$ cat src/hdl/apc_voice.sv
// shared constants and the per-channel adpcm decoder with level control
`timescale 1ns/1ps
package apc_pkg;
  localparam int CLK_NS = 10;
  localparam int REF_CLK_HZ = 1088000;
  localparam int REF_RATE_HZ = 8000;
  localparam int SAMPLE_DIV = REF_CLK_HZ / REF_RATE_HZ;
  localparam logic [7:0] SAMPLE_DIV_M1 = 8'(SAMPLE_DIV - 1);
  localparam int ROM_AD_BASE_CYC = 5;
  localparam int ROM_AD_EXTRA_NS = 90;
  localparam int ROM_WAIT_CYC = ROM_AD_BASE_CYC + (ROM_AD_EXTRA_NS + CLK_NS - 1) / CLK_NS;
  localparam logic [3:0] ROM_WAIT = 4'(ROM_WAIT_CYC);
  localparam int ADDR_W = 24;
  localparam int PHRASE_W = 9;
  localparam int ENTRY_SHIFT = 3;
  localparam logic [2:0] PTR_LAST_IDX = 3'h5;
  localparam int CMD_START_BIT = 7;
  localparam int EXT_LSB = 6;
  localparam int CH_SEL_LSB = 4;
  localparam int STOP_LSB = 3;
  localparam logic [3:0] ATTEN_MAX = 4'h8;
  localparam logic [11:0] MIX_OFFSET = 12'h800;
  localparam logic [11:0] STEP_BASE = 12'h010;
  localparam logic [3:0] IDX_MAX = 4'hF;

  typedef enum logic [1:0] {
    ST_IDLE = 2'b00,
    ST_SVC = 2'b01,
    ST_FETCH = 2'b11,
    ST_PTR = 2'b10
  } apc_state_t;

  // gain in 1/256 units, roughly 3 dB per step
  function automatic logic [8:0] apc_atten_gain(input logic [3:0] a);
    case (a)
      4'h0: apc_atten_gain = 9'h100;
      4'h1: apc_atten_gain = 9'h0B1;
      4'h2: apc_atten_gain = 9'h080;
      4'h3: apc_atten_gain = 9'h05A;
      4'h4: apc_atten_gain = 9'h040;
      4'h5: apc_atten_gain = 9'h030;
      4'h6: apc_atten_gain = 9'h020;
      4'h7: apc_atten_gain = 9'h018;
      default: apc_atten_gain = 9'h010;
    endcase
  endfunction

  function automatic logic [11:0] apc_step_size(input logic [3:0] idx);
    logic [11:0] b;
    b = STEP_BASE << idx[3:1];
    apc_step_size = idx[0] ? b + (b >> 1) : b;
  endfunction
endpackage

module apc_voice
  import apc_pkg::*;
(
  input wire logic clk,
  input wire logic nrst,
  input wire logic clear,
  input wire logic step,
  input wire logic [3:0] nibble,
  input wire logic [3:0] atten,
  output logic [11:0] sample_out
);
  typedef struct packed {
    logic [11:0] pred;
    logic [3:0] idx;
    logic [11:0] out;
  } apc_voice_st_t;

  apc_voice_st_t v_r;
  apc_voice_st_t v_nxt;

  always_comb
  begin
    logic [16:0] diff;
    logic signed [13:0] sum;
    logic signed [21:0] prod;
    diff = 17'((17'(apc_step_size(v_r.idx)) * 17'({nibble[2:0], 1'b1})) >> 3);
    sum = 14'sh0;
    prod = $signed(v_r.pred) * $signed({1'b0, apc_atten_gain(atten)});
    v_nxt = v_r;
    v_nxt.out = prod[19:8];
    if (clear)
    begin
      v_nxt.pred = 12'h000;
      v_nxt.idx = 4'h0;
    end
    else if (step)
    begin
      // sign-magnitude 4-bit code
      if (nibble[3])
        sum = $signed({{2{v_r.pred[11]}}, v_r.pred}) - $signed({1'b0, diff[12:0]});
      else
        sum = $signed({{2{v_r.pred[11]}}, v_r.pred}) + $signed({1'b0, diff[12:0]});
      if (sum > 14'sh07FF)
        v_nxt.pred = 12'h7FF;
      else if (sum < -14'sh0800)
        v_nxt.pred = 12'h800;
      else
        v_nxt.pred = sum[11:0];
      if (nibble[2])
        v_nxt.idx = (v_r.idx > IDX_MAX - 4'h2) ? IDX_MAX : v_r.idx + 4'h2;
      else
        v_nxt.idx = (v_r.idx == 4'h0) ? 4'h0 : v_r.idx - 4'h1;
    end
  end

  always_ff @(posedge clk)
  begin
    if (!nrst)
      v_r <= '0;
    else
      v_r <= v_nxt;
  end

  assign sample_out = v_r.out;
endmodule

$ cat src/hdl/apc_command_port.sv
// command port, phrase pointer fetch, voice data sequencer and mixer
`timescale 1ns/1ps
module apc_command_port
  import apc_pkg::*;
(
  input wire logic clk,
  input wire logic nrst,
  input wire logic [7:0] command_bus_in,
  output logic [3:0] command_bus_out,
  output logic [3:0] command_bus_oe,
  input wire logic write_strobe_n,
  input wire logic read_strobe_n,
  input wire logic chip_select_n,
  output logic [ADDR_W-1:0] rom_address_out,
  input wire logic [7:0] rom_data_in,
  output logic [11:0] voice_sample_out,
  output logic [3:0] channel_busy
);
  typedef struct packed {
    logic wr_q;
    logic second;
    logic [6:0] first_lo;
    logic ptr_pend;
    logic [1:0] ptr_ch;
    logic [PHRASE_W-1:0] ptr_phrase;
    logic [3:0] ptr_atten;
    logic [2:0] ptr_idx;
    logic [39:0] ptr_sh;
    apc_state_t st;
    logic [3:0] wait_cnt;
    logic [1:0] svc_ch;
    logic [7:0] div_cnt;
    logic tick_pend;
    logic [3:0] busy;
    logic [3:0][ADDR_W-1:0] cur;
    logic [3:0][ADDR_W-1:0] stp;
    logic [3:0] lo;
    logic [3:0][3:0] hold;
    logic [3:0][3:0] atten;
    logic [ADDR_W-1:0] rom_addr;
    logic [3:0] step;
    logic [3:0] clr;
    logic [3:0] nib;
    logic [3:0] oe;
    logic [3:0] rdat;
    logic [11:0] mix;
  } apc_port_st_t;

  apc_port_st_t r;
  apc_port_st_t n;
  logic [3:0][11:0] voice_out;

  for (genvar g = 0; g < 4; g++)
  begin : g_voice
    apc_voice u_voice (
      .clk(clk),
      .nrst(nrst),
      .clear(r.clr[g]),
      .step(r.step[g]),
      .nibble(r.nib),
      .atten(r.atten[g]),
      .sample_out(voice_out[g])
    );
  end

  always_comb
  begin
    logic wr_rise;
    logic adv;
    logic [PHRASE_W-1:0] phrase;
    logic [47:0] entry;
    logic signed [13:0] acc;
    wr_rise = !r.wr_q && write_strobe_n && !chip_select_n;
    adv = 1'b0;
    phrase = {command_bus_in[7:EXT_LSB], r.first_lo};
    entry = {r.ptr_sh, rom_data_in};
    acc = 14'sh0;
    n = r;
    n.wr_q = write_strobe_n;
    n.step = 4'h0;
    n.clr = 4'h0;
    // read drive is one cycle behind the strobes, lines float otherwise
    n.oe = {4{!chip_select_n && !read_strobe_n}};
    n.rdat = r.busy;

    // sample clock; a late service round keeps the tick pending
    if (r.div_cnt == 8'h00)
    begin
      n.div_cnt = SAMPLE_DIV_M1;
      for (int c = 0; c < 4; c++)
        acc = acc + $signed({{2{voice_out[c][11]}}, voice_out[c]});
      n.mix = 12'(acc >>> 2) + MIX_OFFSET;
    end
    else
      n.div_cnt = r.div_cnt - 8'h01;

    case (r.st)
      ST_IDLE:
      begin
        if (r.tick_pend)
        begin
          n.svc_ch = 2'h0;
          n.st = ST_SVC;
        end
        else if (r.ptr_pend)
        begin
          n.rom_addr = ADDR_W'(r.ptr_phrase) << ENTRY_SHIFT;
          n.ptr_idx = 3'h0;
          n.wait_cnt = ROM_WAIT;
          n.st = ST_PTR;
        end
      end
      ST_PTR:
      begin
        if (r.wait_cnt != 4'h0)
          n.wait_cnt = r.wait_cnt - 4'h1;
        else if (r.ptr_idx == PTR_LAST_IDX)
        begin
          // two unused bytes of the entry are never read
          n.cur[r.ptr_ch] = entry[47:24];
          n.stp[r.ptr_ch] = entry[23:0];
          n.busy[r.ptr_ch] = 1'b1;
          n.lo[r.ptr_ch] = 1'b0;
          n.atten[r.ptr_ch] = (r.ptr_atten > ATTEN_MAX) ? ATTEN_MAX : r.ptr_atten;
          n.clr[r.ptr_ch] = 1'b1;
          n.ptr_pend = 1'b0;
          n.st = ST_IDLE;
        end
        else
        begin
          n.ptr_sh = entry[39:0];
          n.ptr_idx = r.ptr_idx + 3'h1;
          n.rom_addr = r.rom_addr + 24'h000001;
          n.wait_cnt = ROM_WAIT;
        end
      end
      ST_SVC:
      begin
        if (!r.busy[r.svc_ch])
          adv = 1'b1;
        else if (!r.lo[r.svc_ch])
        begin
          n.rom_addr = r.cur[r.svc_ch];
          n.wait_cnt = ROM_WAIT;
          n.st = ST_FETCH;
        end
        else
        begin
          n.nib = r.hold[r.svc_ch];
          n.step[r.svc_ch] = 1'b1;
          n.lo[r.svc_ch] = 1'b0;
          n.cur[r.svc_ch] = r.cur[r.svc_ch] + 24'h000001;
          if (r.cur[r.svc_ch] == r.stp[r.svc_ch])
            n.busy[r.svc_ch] = 1'b0;
          adv = 1'b1;
        end
      end
      ST_FETCH:
      begin
        if (r.wait_cnt != 4'h0)
          n.wait_cnt = r.wait_cnt - 4'h1;
        else
        begin
          // high nibble plays first, low nibble on the next sample
          n.nib = rom_data_in[7:4];
          n.hold[r.svc_ch] = rom_data_in[3:0];
          n.step[r.svc_ch] = 1'b1;
          n.lo[r.svc_ch] = 1'b1;
          adv = 1'b1;
        end
      end
      default:
        n.st = ST_IDLE;
    endcase

    if (adv)
    begin
      if (r.svc_ch == 2'h3)
      begin
        n.tick_pend = 1'b0;
        n.st = ST_IDLE;
      end
      else
      begin
        n.svc_ch = r.svc_ch + 2'h1;
        n.st = ST_SVC;
      end
    end
    if (r.div_cnt == 8'h00)
      n.tick_pend = 1'b1;

    // commands go last so a stop beats a same-cycle start or end
    if (wr_rise)
    begin
      if (r.second)
      begin
        n.second = 1'b0;
        // a command while a fetch waits is dropped; host must space them
        if (phrase != '0 && !r.ptr_pend)
        begin
          n.ptr_pend = 1'b1;
          n.ptr_phrase = phrase;
          n.ptr_ch = command_bus_in[CH_SEL_LSB +: 2];
          n.ptr_atten = command_bus_in[3:0];
        end
      end
      else if (command_bus_in[CMD_START_BIT])
      begin
        n.second = 1'b1;
        n.first_lo = command_bus_in[6:0];
      end
      else
      begin
        n.busy = n.busy & ~command_bus_in[STOP_LSB +: 4];
        n.lo = n.lo & ~command_bus_in[STOP_LSB +: 4];
      end
    end
  end

  always_ff @(posedge clk)
  begin
    if (!nrst)
    begin
      r <= '0;
      r.wr_q <= 1'b1;
      r.div_cnt <= SAMPLE_DIV_M1;
    end
    else
      r <= n;
  end

  assign command_bus_out = r.rdat;
  assign command_bus_oe = r.oe;
  assign rom_address_out = r.rom_addr;
  assign voice_sample_out = r.mix;
  assign channel_busy = r.busy;
endmodule

$ cat config.mk
export PLATFORM = sky130hd
export DESIGN_NAME = apc_command_port
export DESIGN_NICKNAME = d
export VERILOG_FILES = /design/src/hdl/apc_voice.sv /design/src/hdl/apc_command_port.sv
export SDC_FILE = /design/constraint.sdc
export NUM_CORES = 2
export LEC_CHECK = 0
export BUFFER_PORTS_ARGS = -buffer_cell sky130_fd_sc_hd__buf_2
export CORE_MARGIN = 10
export CORE_UTILIZATION = 65
export CTS_CLUSTER_DIAMETER = 120
export DETAILED_ROUTE_END_ITERATION = 8
export PLACE_DENSITY = 0.82
export SLEW_MARGIN = 20
export SYNTH_ARGS = -nofsm -noshare
export SYNTH_HDL_FRONTEND = slang
export SYNTH_SLANG_ARGS = --single-unit
$ cat constraint.sdc
create_clock -name clk -period 13.65 [get_ports clk]
set_clock_uncertainty 0.05 [all_clocks]
set_input_delay 2.73 -clock clk [delete_from_list [all_inputs] [get_ports clk]]
set_output_delay 2.73 -clock clk [all_outputs]
set_load 0.1 [all_outputs]
; Yosys cells after proc, flatten, opt, wreduce, memory -nomap -nowiden
; Memories as Yosys holds them, arrays and structs flattened. A register that Yosys moved wholly into a read port is not among the register bits.
; Index checks and enable logic that the tools add are counted.
[word_totals]
reg_bits = 482
mem_bits_rw = 0
out_inout_bits = 48
latchBits = 0
rom_bits = 256
mem_count = 4
[op_classes]
bitwise_logic = 15
multipliers = 8
reduce_logical = 43
muxes = 143
n_div = 0
magnitude_cmp = 17
n_addsub = 30
eq_ne = 22
shifts = 4
[memory_table]
columns = memory, words, word_bits, rd, rd_ports_with_merged_regs, wr, line_no
row1 = (no name shown), 8, 8, 1, 1, 0, apc_voice.sv:35  ; case (a)
row2 = (no name shown), 8, 8, 1, 1, 0, apc_voice.sv:35
row3 = (no name shown), 8, 8, 1, 1, 0, apc_voice.sv:35
row4 = (no name shown), 8, 8, 1, 1, 0, apc_voice.sv:35
[op_table]
columns = cell, n
row1 = two-way mux 200 bit, 2
row2 = bitwise mux 96 bit, 3
row3 = two-way mux 24 bit, 9
row4 = two-way mux 100 bit, 2
row5 = case mux 100 bit (2 select lines), 1
row6 = two-way mux 14 bit, 12
row7 = two-way mux 12 bit, 12
row8 = two-way mux 4 bit, 34
row9 = binary-select mux 24 bit (select 2 bit), 2
row10 = demux 24 bit (select 2 bit), 2
row11 = multiplier 12 x 10 -> 20 bit, 4
row12 = case mux 24 bit (3 select lines), 1
row13 = multiplier 12 x 4 -> 16 bit, 4
row14 = adder 12 x 14 -> 14 bit, 4
row15 = greater-than comparator 14 x 12 -> 1 bit (second input constant), 4
row16 = less-than comparator 14 x 12 -> 1 bit (second input constant), 4
row17 = subtractor 12 x 14 -> 14 bit, 4
row18 = adder 12 x 11 -> 12 bit, 4
row19 = adder 24 x 1 -> 24 bit (second input constant), 2
row20 = two-way mux 16 bit, 3
row21 = << shifter 5 x 3 -> 12 bit (first input constant), 4
row22 = two-way mux 45 bit, 1
row23 = two-way mux 43 bit, 1
row24 = two-way mux 9 bit, 4
row25 = 58 further kinds, 159

; Logic depth before layout (Yosys ltp)
[logic_depth]
ltp_word = 14
ltp_mapped = 39
ltp_nobuf = 38

; Hierarchy
; Synthesis repeated with hierarchy kept, for this count alone.
[hier_totals]
cells_unflattened = 5645
area_unflattened_um2 = 47719.5
[modules_own_cells]
columns = module, instances, area_per_inst_um2, seq_area_each_um2, cells_each
row1 = apc_command_port, 1, 18956.9, 7407.1, 2266
row2 = apc_voice at g_voice[0].u_voice, 1, 7288.2, 560.5, 863
row3 = apc_voice at g_voice[3].u_voice, 1, 7220.7, 560.5, 848
row4 = apc_voice at g_voice[2].u_voice, 1, 7180.6, 560.5, 829
row5 = apc_voice at g_voice[1].u_voice, 1, 7073.0, 560.5, 839

; Least setup slack after synthesis
; OpenSTA, ideal clock, no wires.
[synth_path]
path_type = register to register
start = register g_voice[3].u_voice.v_r[14] (netlist name)
end = register g_voice[3].u_voice.v_r[19] (netlist name)
setup_slack_ps = 6535
arrival_time_ps = 6932
stages_incl_launch_ff = 32
cell_sequence = dfxtp_1 inv_1 ha_1 clkbuf_1 nor2b_1 ha_1 maj3_1 a31oi_1 xnor2_1 nor2_1 a21oi_1 nor2_1 fa_1 inv_1 fa_1 inv_1 ha_1 xnor2_1 or4b_2 nor3_1 nor2_1 xor2_1 ha_1 a21o_1 a21o_1 a21oi_1 o21a_1 o21ai_0 xor3_1 buf_2 o211ai_1 a21oi_1
[synth_between]
elab_chain_len = 11
word_cells_on_any_way = 13
[synth_rtl]
columns = item, line_no
row1 = from (decl), apc_voice.sv:72  ; apc_voice_st_t v_r;
row2 = from (signal assigned), apc_voice.sv:115  ; v_r <= v_nxt;
row3 = << shifter 5 x 3 -> 12 bit (*), apc_voice.sv:50  ; b = STEP_BASE << idx[3:1];
row4 = adder 12 x 11 -> 12 bit, apc_voice.sv:51  ; apc_step_size = idx[0] ? b + (b >> 1) : b;
row5 = two-way mux 12 bit (*), apc_voice.sv:51
row6 = multiplier 12 x 4 -> 16 bit (*), apc_voice.sv:80  ; diff = 17'((17'(apc_step_size(v_r.idx)) * 17'({nibble[2:0], 1'b1})) >> 3);
row7 = adder 12 x 14 -> 14 bit / subtractor 12 x 14 -> 14 bit (equally long branches), "apc_voice.sv:96, apc_voice.sv:94"
row8 = two-way mux 14 bit (*), apc_voice.sv:93  ; if (nibble[3])
row9 = two-way mux 14 bit (*), apc_voice.sv:90  ; else if (step)
row10 = two-way mux 14 bit (*), apc_voice.sv:85  ; if (clear)
row11 = less-than comparator 14 x 12 -> 1 bit, apc_voice.sv:99  ; else if (sum < -14'sh0800)
row12 = two-way mux 12 bit, apc_voice.sv:99
row13 = two-way mux 12 bit (*), apc_voice.sv:97  ; if (sum > 14'sh07FF)
; Every way passes the cells marked *; elsewhere a longest branch is shown, timed or not. The select of a mux whose other input is x is not followed.
; A chain may end at the register's enable or synchronous reset.

; Worst setup path in the final report
[layout_path]
start = register g_voice[3].u_voice.v_r[14] (netlist name)
end = register g_voice[3].u_voice.v_r[20] (netlist name)
; The elaborated chain is that of the path after synthesis.

==> run_results.csv <==
group,metric,value,unit
status,status,"finished clean",
worst_setup_path,crit_arrival,8.39,ns
pwr,ir_drop,103.1,uV
timing,setup_viol,0,
pwr,switchingPower,0.8211,mW
yosys,yosysWarnings,0,
timing,drv_slew,0,
flow_run,max_cap_violations,0,
global_route,gr-usage-all-layers,0.2857,
worst_setup_path,startpoint_type,"register",
worst_setup_path,setup.worst_path.class,"register to register",
pwr,switching_share,0.2441,
yosys,synth_area_per_cell,8.397,um^2
pwr,p_seq_frac,0.452,
pwr,power_density,67.30,mW/mm^2
yosys,ys_types,99,
clocking,root_buffer,"clkbuf_16",
floorplanning,ios,69,
timing,hold_viol,0,
drt,drtPass1Iterations,6,
yosys,synth_common_cells,"585 x inv_1, 584 x nand2_1, 514 x dfxtp_1, 458 x nor2_1, 414 x ha_1",
timing,setup_slack,5.687,ns
clocking,cts_resized,0,
cells_and_area,diodes,0,
global_route,grt_overflow,0,
place,dp_hpwl,88310,um
drt,vias_per_cell,6.157,
pwr,p_int,2.543,mW
timing,period_needed,7.963,ns
timing,finalCritPeriodShare,0.5834,
floorplanning,fp.dieW,290.2,um
pwr,p_clk_frac,0.494,
yosys,yosysTopAreaCellShare,0.2169,
global_route,grt_max_degree,176,
floorplanning,core-area,0.07271,mm^2
drt,drt-wirelength-per-cell,19.00,um
clocking,cts-buffers-inserted,56,
clocking,path_clk_slew,0.06,ns
timing,slew_headroom,0.2025,
cells_and_area,drive_gt1_frac,0.05848,
clocking,cts_tree,"yes",
yosys,ys_seq_area_frac,0.2169,
yosys,syn_inst,5650,
worst_setup_path,cp.required,14.08,ns
clocking,cts.sinks,514,
worst_setup_path,endpoint_kind,"register",
yosys,synth_area,0.04744,mm^2
yosys,mappedNetlistNets,6462,
min_path,whs_path_depth,2,
yosys,synthArstFlopShare,0,
yosys,synth_edf_count,0,
cells_and_area,area_growth,5.372,%
yosys,synth_seq_cells,514,
min_path,min-delay-start,"r[93]",
clocking,cts_hold_buf,0,
pwr,total_power,3.364,mW
worst_setup_path,worstPathMaxFanout,13,
drt,wirelength,123800,um
pwr,combPwrFrac,0.053,
worst_setup_path,slowest_stage,"or4b_2",
cells_and_area,fin_util,0.6876,
yosys,yosys-top-cells-area,"dfxtp_1 22%, fa_1 16%, ha_1 11%",
cells_and_area,nets,6325,
place,globalplace.congestion,0.9408,
global_route,grt_pass1_vias,39950,
worst_setup_path,cp_slowest_stage_delay,0.66,ns
timing,tightest_slew,1.196,ns
timing,rsz0062_at_grt,"false",
timing,tns,0,ns
worst_setup_path,crit_top_cell,"ha_1",
drt,route.detailed.drc,0,
place,dp_slack,5.767,ns
min_path,min_path_type,"register to register",
drt,drtAntennaViolNets,0,
floorplanning,die_h,290.2,um
clocking,h-tree-depth,2,
place,placement.io_buffers,68,
cells_and_area,instances_no_fill,6516,
floorplanning,start_util,0.6525,
yosys,yosysMostFrequentCell,"inv_1",
timing,max_freq,0.1256,GHz
global_route,antenna_found_initial,3,
place,dp.cells,6414,
worst_setup_path,cp-startpoint,"g_voice[3].u_voice.v_r[14]",
drt,via_count,40120,
pwr,p_leak,22.50,nW
floorplanning,die_area,0.08420,mm^2
clocking,post_cts_buffers,0,
worst_setup_path,reg2reg_depth,29,
drt,drt_iter0_drc,4095,
yosys,ys.flop_type,"dfxtp_1",
worst_setup_path,r2r_start,"g_voice[3].u_voice.v_r[14]",
yosys,synth_largest_area_cell,"dfxtp_1",
clocking,cts_buffer_depth,3,
floorplanning,rows,99,
clocking,clk_latency,0.66,ns
global_route,grt_pass1_wl,202200,um
[cell type report]
| type | count | area [um^2] |
|---|---|---|
| clock buffer | 71 | 1508 |
| clock inverter | 31 | 514.2 |
| multi-input combinational | 4243 | 33610 |
| timing repair buffer | 105 | 630.6 |
| sequential | 514 | 10300 |
| fill | 5671 | 22720 |
| inverter | 593 | 2233 |
| tap | 959 | 1200 |
[critical path: cells and delay by family (launching register included)]
kind	cells	cell delay [ns]
AO/OA/AOI/OAI	9	2.11
XOR/XNOR	4	1.09
AND/OR/NAND/NOR	6	1.29
buffers and inverters	3	0.23
adder cells (fa/ha/maj)	7	2.61
flip-flops	1	0.45
[layer usage]
metal,vias up,global-route usage,wire [um]
met2,1780,0.4820,58690
met4,0,0.1234,5335
met3,338,0.04273,10350
met1,19410,0.3598,49440
li1,18590,-,-
met5,-,0,0
[sequential cells by signal, summed over array words and instances, names as in the netlist, named ones only]
| register | count |
|---|---|
| rom_address_out | 24 |
| command_bus_oe | 1 |
| voice_sample_out | 12 |
| command_bus_out | 4 |
| g_voice.u_voice.sample_out | 48 |
| channel_busy | 4 |
| r | 325 |
| g_voice.u_voice.v_r | 64 |
[final timing paths]
check | end | slack, ns
hold / removal | r[93] | 0.40
setup reg to reg | g_voice[3].u_voice.v_r[20] | 5.69
hold reg to reg | r[93] | 0.40
setup / recovery | g_voice[3].u_voice.v_r[20] | 5.69
[metrics by stage]
stage / instance area [um^2] / hold slack, ns
finish: 49990 / 0.4039
global placement: 47970 / 0.3464
detailed placement: 47970 / 0.3544
CTS: 49990 / 0.4022
floorplan: 47440 / 0.3337
global route: 49990 / 0.4209
[cells by family (layout without fill, tap and decap cells)]
| family | after synthesis | count (layout) | synth area share |
|---|---|---|---|
| buffers and inverters | 893 | 800 | 0.07577 |
| flip-flops | 514 | 514 | 0.2169 |
| multiplexers | 165 | 165 | 0.04995 |
| AND/OR/NAND/NOR | 1898 | 1898 | 0.1937 |
| adder cells (fa/ha/maj) | 793 | 793 | 0.2687 |
| AO/OA/AOI/OAI | 1127 | 1127 | 0.1461 |
| XOR/XNOR | 260 | 260 | 0.04895 |
[cells in the final DEF (no fill, tap or decap), types with 96 or more instances in the layout]
| cell | instances |
|---|---|
| inv_1 | 584 |
| nor2b_1 | 115 |
| and2_1 | 366 |
| a21oi_1 | 407 |
| o21ai_0 | 247 |
| nor3_1 | 96 |
| fa_1 | 377 |
| nand2_1 | 583 |
| nor2_1 | 453 |
| dfxtp_1 | 511 |
| ha_1 | 413 |
| mux2i_1 | 98 |
| xnor2_1 | 162 |
[power groups by stage]
| stage | sequential (mW) | combinational, mW | clock, mW |
|---|---|---|---|
| 3_5_place_dp | 1.55 | 0.175 | 0 |
| 4_1_cts | 1.52 | 0.175 | 1.67 |
| 3_3_place_gp | 1.55 | 0.173 | 0 |
| 6_report | 1.52 | 0.180 | 1.66 |
| 5_1_grt | 1.52 | 0.191 | 1.73 |
| 2_1_floorplan | 1.55 | 0.126 | 0 |
No activity file was read; power rests on OpenSTA's default activity.
